**src/logic/int_agg_pkg.sv**
```systemverilog
/*
 * constants and register map of the interrupt aggregator.
 * assumes a configuration-register port that delivers byte-wide
 * reads and writes addressed by an 8-bit register address.
 */
package int_agg_pkg;
    localparam int          NUM_FLAGS          = 6;
    localparam logic [7:0]  ADDR_MASK          = 8'hfd;
    localparam logic [7:0]  ADDR_STATUS        = 8'hfe;
    localparam logic [7:0]  ADDR_JIT_THRESH    = 8'hfc;
    localparam logic [7:0]  MASK_RESET         = 8'h00;
    localparam logic [7:0]  JIT_THRESH_RESET   = 8'h00;
    // flag bit positions
    localparam int          BIT_MODE           = 0;
    localparam int          BIT_AUTO           = 1;
    localparam int          BIT_FIFO           = 2;
    localparam int          BIT_OSD            = 3;
    localparam int          BIT_OIF            = 4;
    localparam int          BIT_IIF            = 5;
endpackage

```
**src/logic/interrupt_aggregator.sv**
```systemverilog
/*
 * interrupt aggregator: latches six sub-module conditions into
 * write-one-to-clear flags, gates them by a mask, drives int_n low.
 * assumes condition inputs are synchronous one-cycle pulses and the
 * configuration port gives single-cycle write and read strobes.
 */
`timescale 1ns/1ps
module interrupt_aggregator
    import int_agg_pkg::*;
#(
    parameter int JIT_WIDTH = 8
) (
    input  wire logic       clock,
    input  wire logic       sys_rst,
    input  wire logic       clk_en,
    input  wire logic [7:0] cfg_addr,
    input  wire logic       cfg_wr,
    input  wire logic       cfg_rd,
    input  wire logic [7:0] cfg_wdata,
    output logic      [7:0] cfg_rdata,
    input  wire logic       mode_bit_toggle,
    input  wire logic       mode_value_change,
    input  wire logic       mode_sync_jitter,
    input  wire logic       auto_adjust_done,
    input  wire logic       fifo_full,
    input  wire logic       osd_sequence_end,
    input  wire logic       oif_stream_break,
    input  wire logic       line_jitter_event,
    output logic            int_n
);
    logic [NUM_FLAGS-1:0] flags_reg;
    logic [NUM_FLAGS-1:0] flags_next;
    logic [7:0]           mask_reg;
    logic [7:0]           mask_next;
    logic [7:0]           thresh_reg;
    logic [7:0]           thresh_next;
    logic [7:0]           rdata_next;
    logic                 int_n_next;
    logic                 fifo_full_reg;
    logic                 jitter_exceeded;
    logic [NUM_FLAGS-1:0] events;
    logic [NUM_FLAGS-1:0] clear_bits;

    // register address match used by several decoders
    function automatic logic hit(input logic [7:0] a, input logic [7:0] target);
        hit = (a == target);
    endfunction

    // hysteresis-free threshold counter for line jitter
    jitter_counter #(
        .WIDTH        (JIT_WIDTH)
    ) u_jitter (
        .clock        (clock),
        .sys_rst      (sys_rst),
        .clk_en       (clk_en),
        .restart      (~mask_reg[BIT_IIF]),
        .jitter_event (line_jitter_event),
        .threshold    (thresh_reg[JIT_WIDTH-1:0]),
        .exceeded     (jitter_exceeded)
    );

    // raw events, fifo taken on its rising edge
    always_comb begin
        events           = '0;
        events[BIT_MODE] = mode_bit_toggle | mode_value_change | mode_sync_jitter;
        events[BIT_AUTO] = auto_adjust_done;
        events[BIT_FIFO] = fifo_full & ~fifo_full_reg;
        events[BIT_OSD]  = osd_sequence_end;
        events[BIT_OIF]  = oif_stream_break;
        events[BIT_IIF]  = jitter_exceeded;
    end

    // write-one clear of the status register
    always_comb begin
        clear_bits = '0;
        if (cfg_wr && hit(cfg_addr, ADDR_STATUS)) begin
            clear_bits = cfg_wdata[NUM_FLAGS-1:0];
        end
    end

    // flag, mask and threshold next values
    always_comb begin
        mask_next   = mask_reg;
        thresh_next = thresh_reg;
        if (cfg_wr && hit(cfg_addr, ADDR_MASK)) begin
            mask_next = cfg_wdata;
        end
        if (cfg_wr && hit(cfg_addr, ADDR_JIT_THRESH)) begin
            thresh_next = cfg_wdata;
        end
        // set wins over clear; masked events ignored
        flags_next = (flags_reg & ~clear_bits)
                   | (events & mask_reg[NUM_FLAGS-1:0]);
        int_n_next = ~|(flags_next & mask_reg[NUM_FLAGS-1:0]);
    end

    // read data
    always_comb begin
        rdata_next = cfg_rdata;
        if (cfg_rd) begin
            case (1'b1)
                hit(cfg_addr, ADDR_STATUS):     rdata_next = {2'b00, flags_reg};
                hit(cfg_addr, ADDR_MASK):       rdata_next = mask_reg;
                hit(cfg_addr, ADDR_JIT_THRESH): rdata_next = thresh_reg;
                default:                        rdata_next = 8'h00;
            endcase
        end
    end

    always_ff @(posedge clock or posedge sys_rst) begin
        if (sys_rst) begin
            flags_reg     <= '0;
            mask_reg      <= MASK_RESET;
            thresh_reg    <= JIT_THRESH_RESET;
            fifo_full_reg <= 1'b0;
            cfg_rdata     <= 8'h00;
            int_n         <= 1'b1;
        end else if (clk_en) begin
            flags_reg     <= flags_next;
            mask_reg      <= mask_next;
            thresh_reg    <= thresh_next;
            fifo_full_reg <= fifo_full;
            cfg_rdata     <= rdata_next;
            int_n         <= int_n_next;
        end
    end
endmodule

```
**src/logic/jitter_counter.sv**
```systemverilog
/*
 * counts line-jitter events and fires one pulse when the count
 * passes the threshold. assumes jitter_event is a one-cycle pulse
 * synchronous to clock.
 */
`timescale 1ns/1ps
module jitter_counter #(
    parameter int WIDTH = 8
) (
    input  wire logic             clock,
    input  wire logic             sys_rst,
    input  wire logic             clk_en,
    input  wire logic             restart,
    input  wire logic             jitter_event,
    input  wire logic [WIDTH-1:0] threshold,
    output logic                  exceeded
);
    logic [WIDTH:0] count_reg;
    logic [WIDTH:0] count_next;
    logic           exceeded_next;

    // count events, restart after threshold passed or on request
    always_comb begin
        count_next    = count_reg;
        exceeded_next = 1'b0;
        if (restart) begin
            count_next = '0;
        end else if (jitter_event) begin
            if (count_reg >= {1'b0, threshold}) begin
                exceeded_next = 1'b1;
                count_next    = '0;
            end else begin
                count_next = count_reg + 1'b1;
            end
        end
    end

    always_ff @(posedge clock or posedge sys_rst) begin
        if (sys_rst) begin
            count_reg <= '0;
            exceeded  <= 1'b0;
        end else if (clk_en) begin
            count_reg <= count_next;
            exceeded  <= exceeded_next;
        end
    end
endmodule

```
**config.mk**
```make
export PLATFORM = sky130hd
export DESIGN_NAME = interrupt_aggregator
export DESIGN_NICKNAME = d
export VERILOG_FILES = /design/src/logic/int_agg_pkg.sv /design/src/logic/interrupt_aggregator.sv /design/src/logic/jitter_counter.sv
export SDC_FILE = /design/constraint.sdc
export NUM_CORES = 1
export LEC_CHECK = 0
export BUFFER_PORTS_ARGS = -buffer_cell sky130_fd_sc_hd__buf_2
export CELL_PAD_IN_SITES_DETAIL_PLACEMENT = 1
export CELL_PAD_IN_SITES_GLOBAL_PLACEMENT = 1
export CORE_MARGIN = 2
export CORE_UTILIZATION = 47
export DETAILED_ROUTE_END_ITERATION = 10
export PLACE_DENSITY_LB_ADDON = 0.1
export SYNTH_ARGS = -nofsm -noshare
export SYNTH_HDL_FRONTEND = slang
export SYNTH_SLANG_ARGS = --single-unit
```
**constraint.sdc**
```tcl
create_clock -name clock -period 4.7 [get_ports clock]
set_input_delay 0.94 -clock clock [delete_from_list [all_inputs] [get_ports clock]]
set_output_delay 0.94 -clock clock [all_outputs]
set_load 0.02 [all_outputs]
```
==> results of run 1 <==
[stage by stage]
stage / hold WS (ps) / cells / total power (uW)
after floorplan: 479 / 217 / 515
after global placement: 463 / 302 / 557
after detailed placement: 469 / 302 / 561
after CTS: 488 / 310 / 803
after global routing: 514 / 310 / 834
final: 486 / 310 / 792
[kinds of logic after synthesis]
kind of cell / count (synthesis) / share of synthesized area, %
AO/OA/AOI/OAI: 62 / 19.1
AND/OR/NAND/NOR: 57 / 13.9
flip-flops: 42 / 46.5
buffers and inverters: 21 / 3.87
multiplexers: 19 / 8.96
adder cells (fa/ha/maj): 9 / 4.98
XOR/XNOR: 7 / 2.71
[synthesized netlist by cell type, drive strengths merged (3+ instances only)]
cell    instances  area [um^2]
a21oi          11         55.1
a22o            7         61.3
a32o            6         60.1
buf             5         27.5
dfrtp          41         1030
ha              9          113
inv            14         52.6
mux2           10          113
mux2i           9         90.1
nand2          28          105
nand2b          3         26.3
nand3           4         20.0
nand4           5         37.5
nor2            4         17.5
nor2b           3         18.8
nor3            3         20.0
o21ai          23          115
o221ai          3         32.5
xnor2           3         26.3
xor2            4         35.0
[worst min-delay path: cells and delay by family, from the launching register on]
family | cells | cell delay (ps)
simple gates | 1 | 50
flops | 1 | 350
compound gates | 1 | 60
[metal layers]
layer,vias up,part of all wire [%]
li1,869,-
met1,900,48
met2,21,48
met3,7,2.5
met4,0,1.2
met5,-,0
[cells in the final DEF (no fill, tap or decap), types with 4 or more instances in the layout]
master    netlist  layout
nand2_1        28      28
dfrtp_1        41      41
buf_2           4      37
inv_1          14      14
a32o_1          6       6
a21oi_1        11      11
a22o_1          7       7
o21ai_0        21      21
ha_1            9       9
xor2_1          4       4
clkbuf_8        0       5
mux2i_1         9       9
nand4_1         4       4
nand3_1         4       4
mux2_2         10      10
[layout make-up]
type                    instances  area [um^2]  area share [%]
well taps                      54         67.6            2.62
multi-input cells             154         1120            43.5
inverters                      14         52.6            2.04
flip-flops and latches         42         1050            40.8
clock inverters                 3         21.3           0.825
clock buffers                   5         68.8            2.67
repair buffers                 38          193            7.48
[report_power, final]
group	internal, uW	switching, uW
Clock	104	134
Combinational	57.4	65.0
Sequential	394	37.1
Total	556	236
[worst paths after layout]
path,to,start,depth (start not counted)
setup reg to reg,u_jitter.count_reg[6]$_DFFE_PP0P_,u_jitter.count_reg[0]$_DFFE_PP0P_,7
min in group asynchronous,mask_reg[7]$_DFFE_PP0P_,sys_rst,3
hold reg to reg,cfg_rdata[6]$_DFFE_PP0P_,cfg_rdata[6]$_DFFE_PP0P_,2
max in group asynchronous,u_jitter.count_reg[8]$_DFFE_PP0P_,sys_rst,3
hold / removal,cfg_rdata[6]$_DFFE_PP0P_,cfg_rdata[6]$_DFFE_PP0P_,2
setup / recovery,thresh_reg[0]$_DFFE_PP0P_,clk_en,4
==> summary.md, run 1 <==
| Metric | Value |
|---|---|
| Post-synth EDFFs | 0 |
| Row Count | 25 |
| Final setup violation count | 0 |
| Delay-heaviest family, CP | simple AND/OR/NAND/NOR gates |
| Drt first pass iters | 4 |
| Met1 GRT Util | 31.5% |
| WL final | 5.36 mm |
| Initial core utilization | 48.2% |
| Critical Path Start Type | input port |
| Synthesized net count | 255 |
| DRT antenna net count | 0 |
| Status | complete, no violations |
| Post-Place Worst Slack | 2100 ps |
| Total gr overflow | 0 |
| Nets | 293 |
| Critical Path Max Stage Delay | 510 ps |
| Fill count | 557 |
| Leakage | 0.00124 uW |
| Sequential area share after synthesis | 46.5% |
| Boundary Pins | 38 |
| Post-CTS Hold Fix Bufs | 0 |
| Total CTS buffers | 5 |
| CTS root buffer | clkbuf_8 |
| F_max | 444 MHz |
| Setup ws final | 2450 ps |
| Die Ht | 73.4 um |
| R2r setup slk | 2700 ps |
| Area Growth Syn to Fin | 13.9% |
| Iteration-0 DRC Markers | 66 |
| Synth Cell Area | 2260 um^2 |
| GR peak layer | met2 |
| Reg clk slew, reported paths | 80 ps |
| Syn Area/Cell | 10.4 um^2 |
| Seq cells post-synth | 42 |
| CTS sink cnt | 42 |
| Vias | 1797 |
| Tmin final | 2250 ps |
| Drc violations | 0 |
| Async SR Flop Fraction | 100% |
| Worst slew pin tran | 638 ps |
| Count of different cell masters after synthesis | 45 |
| Final Slew Violations | 0 |
| CTS tree | yes |
| First-pass GRT wire length | 9.33 mm |
| Worst Hold Class | flop to flop |
| ANT cells | 0 |
| Synth warn | 0 |
| DPL Wire Length | 4.19 mm |
| Slowest-stage cell, CP | nor4_4 |
| Die Area | 5380 um^2 |
| Layout cells sized above 1 | 26.6% |
| Die width | 73.4 um |
| Hold Vio Cnt, Final | 0 |
| Met3 Use GR | 4.94% |
| WP data required | 4890 ps |
| GP Congestion | 0.818 |
| Initial antenna violation count | 0 |
| Routed wire per std cell | 17.3 um |
| # port buffers | 37 |
| GR Layer Usage met2 | 37.0% |
| Largest net degree at the start of global routing | 43 |
| Maximum vdd drop | 187 uV |
| RSZ-0062 raised after global routing | no |
| Clk buf depth | 2 |
| Top_reg_cell synth | dfrtp_1 |
| Fin area | 2580 um^2 |
| Max reg flops | 9 |
| Core ar. | 4690 um^2 |
| Pwr dens | 307 nW/um^2 |
| Fin crit share | 47.9% |
| TNS Setup | 0 ps |
| Final design utilization | 54.9% |
| Post-CTS Setup Bufs | 0 |
| Clock H-tree levels | 2 |
| Clk_lat worst skew | 300 ps |
| WP buf/inv | 1 |
| Crit path cell chain | buf_2 > nand2_1 > nor4_4 > mux2_2 |
| Crit. End Element | flop |
| Max-Slew Margin vs Limit | 57.2% |
| Critical path class | input port to flop |
| Placed cell area | 2490 um^2 |
| Data arrival, critical path | 2440 ps |
| Vias in the first global route | 1860 |
| Synth Instances | 217 |
| Crit path max fanout | 26 |
| Max-capacitance violation count | 0 |
| Global Route Usage Sum | 22.9% |
| Post-CTS sizing | 0 |
| Clock Skews | 9.43 ps |
| Vias per cell | 5.80 |
Power figures use the tool's default switching activity.
==> inputs of run 2 (changes only) <==
CORE_UTILIZATION = 43   (was 47)
clock period = 2.1 ns   (was 4.7 ns; I/O delays follow)
==> run 2 against run 1 <==
Core utilization fell by 2.1 points. Clock skew barely moved. Sequential power rose by 120%. Wire length rose by 6.5%.
==> summary.md, run 2 (synthesis results as in run 1) <==
| Metric | Value |
|---|---|
| Reg area | 1050 um^2 (unchanged) |
| Data arrival, critical path | 2190 ps (-250 ps) |
| Largest net degree at the start of global routing | 43 (unchanged) |
| CTS sink cnt | 42 (unchanged) |
| Iteration-0 DRC Markers | 83 (+26%) |
| Vias in the first global route | 1897 (+2.0%) |
| Die Area | 5860 um^2 (+8.8%) |
| Fin area | 2700 um^2 (+4.7%) |
| Drc violations | 0 (unchanged) |
| DPL Wire Length | 4.33 mm (+3.5%) |
| Initial core utilization | 44.3% (-3.9 points) |
| Post-CTS Hold Fix Bufs | 0 (unchanged) |
| F_max | 505 MHz |
| Power Total | 1820 uW (+130%) |
| WP depth | 7 (+3) |
| DRT antenna net count | 0 (unchanged) |
| ANT cells | 0 (unchanged) |
| Initial antenna violation count | 0 (unchanged) |
| # port buffers | 37 (unchanged) |
| Tmin final | 1980 ps |
| Fin crit share | 94.2% |
| GP Congestion | 0.735 (-10%) |
| Worst hold slack | 245 ps (-242 ps) |
| Pwr dens | 674 nW/um^2 (+120%) |
| Row Count | 26 (+4.0%) |
| Worst slew pin tran | 546 ps (-91.2 ps) |
| Area Growth Syn to Fin | 19.2% |
| Placed cell area | 2570 um^2 (+3.2%) |
| Max-Slew Margin vs Limit | 63.6% (+6.4 points) |
| Vias | 1836 (+2.2%) |
| Area taken by multi-input logic gates | 1140 um^2 (+1.4%) |
| Final setup violation count | 0 (unchanged) |
| TNS Setup | 0 ps (unchanged) |
| WL final | 5.71 mm (+6.5%) |
| Slowest-stage cell, CP | a311o_2 |
| Worst Hold Class | input port to asynchronous set/reset pin |
| Die width | 76.5 um (+4.3%) |
| Max reg flops | 9 (unchanged) |
| Crit. End Element | flop |
| WP buf/inv | 1 (unchanged) |
| Critical Path Max Stage Delay | 430 ps (-80 ps) |
| Nets | 304 (+3.8%) |
| Max-capacitance violation count | 0 (unchanged) |
| Fill count | 608 (+9.2%) |
| Vias per cell | 5.45 (-6.0%) |
| Crit path max fanout | 7 (-73%) |
| CTS root buffer | clkbuf_8 |
| Most frequent cells in the layout | dfrtp_1 (41), buf_2 (37), nand2_1 (28) |
| CTS tree | yes |
| First-pass GRT wire length | 9.61 mm (+3.0%) |
| Clk buf depth | 2 (unchanged) |
| Routed wire per std cell | 16.9 um (-2.1%) |
| Drt first pass iters | 4 (unchanged) |
| Crit path cell chain | inv_1 > ha_1 > nand2b_4 > a211oi_2 > o221ai_2 > a311o_2 > a21oi_1 |
| Total CTS buffers | 5 (unchanged) |
| Clock H-tree levels | 2 (unchanged) |
| Total gr overflow | 0 (unchanged) |
| Delay-heaviest family, CP | compound AO/OA/AOI/OAI gates |
| Boundary Pins | 38 (unchanged) |
| Leakage | 0.00129 uW (+4.5%) |
| Core ar. | 5110 um^2 (+8.9%) |
| Most common cell after layout, fill and taps aside | dfrtp_1 |
| Clock Skews | 9.10 ps (-0.330 ps) |
| Reg2Reg Depth | 7 (unchanged) |
| Die Ht | 76.5 um (+4.3%) |
| Global Route Usage Sum | 21.1% (-1.8 points) |
| Maximum vdd drop | 434 uV (+130%) |
| Hold Vio Cnt, Final | 0 (unchanged) |
| Critical Path Start Type | flop |
| WP data required | 2320 ps (-2570 ps) |
| Status | complete, no violations |
| Layout cells sized above 1 | 29.6% (+3.0 points) |
| Clk_lat worst skew | 290 ps (about the same) |
| Reg clk slew, reported paths | 80 ps (about the same) |
| Critical path class | flop to flop |
| Final Slew Violations | 0 (unchanged) |
[run 2: path summary, 6_finish.rpt]
path,start,slack (ps),end
setup / recovery,u_jitter.count_reg[0]$_DFFE_PP0P_,120,u_jitter.count_reg[5]$_DFFE_PP0P_
hold / removal,sys_rst,240,u_jitter.count_reg[4]$_DFFE_PP0P_
setup reg to reg,u_jitter.count_reg[0]$_DFFE_PP0P_,120,u_jitter.count_reg[5]$_DFFE_PP0P_
hold reg to reg,cfg_rdata[6]$_DFFE_PP0P_,480,cfg_rdata[6]$_DFFE_PP0P_
max in group asynchronous,sys_rst,1480,int_n$_DFFE_PP1P_
min in group clock,cfg_wdata[6],350,thresh_reg[6]$_DFFE_PP0P_
[run 2: routing by layer]
metal	GRT usage, %	part of all wire (%)	up-vias	routed length [um]
li1	-	-	888	-
met1	27.1	45	917	2580
met2	36.2	51	25	2930
met3	3.44	2.4	6	138
met4	7.27	0.91	0	52
met5	0	0	-	0
[run 2: power by group]
part           internal (uW)  total [uW]  switching [uW]
sequential               881         952            71.0
combinational            158         330             172
clock                    265         536             271
total                   1300        1820             514
[run 2: area by class of cell]
type                    instances  area share [%]
multi-input cells             154            42.2
flip-flops and latches         42            39.0
repair buffers                 49            10.2
well taps                      70            3.25
clock buffers                   7            3.20
inverters                      14            1.95
clock inverters                 1           0.186
[run 2: repair_timing]
item,in CTS,in global routing
setup endpoints to repair,0,9
resized for setup,0,2
buffers inserted,0,3
[run 2: worst min-delay path: stages]
cell and delay (ps):
buf_2 100, clkinv_1 30, buf_4 450
[run 2: per-stage QoR]
step / worst slack, ps / std cells / util [%]
floorplan: 272 / 217 / -
global placement: 189 / 326 / 50.3
detailed placement: 40.9 / 326 / 50.3
CTS: 12.5 / 334 / 52.1
global route: -5.50 / 337 / 52.8
finish: 121 / 337 / 52.8
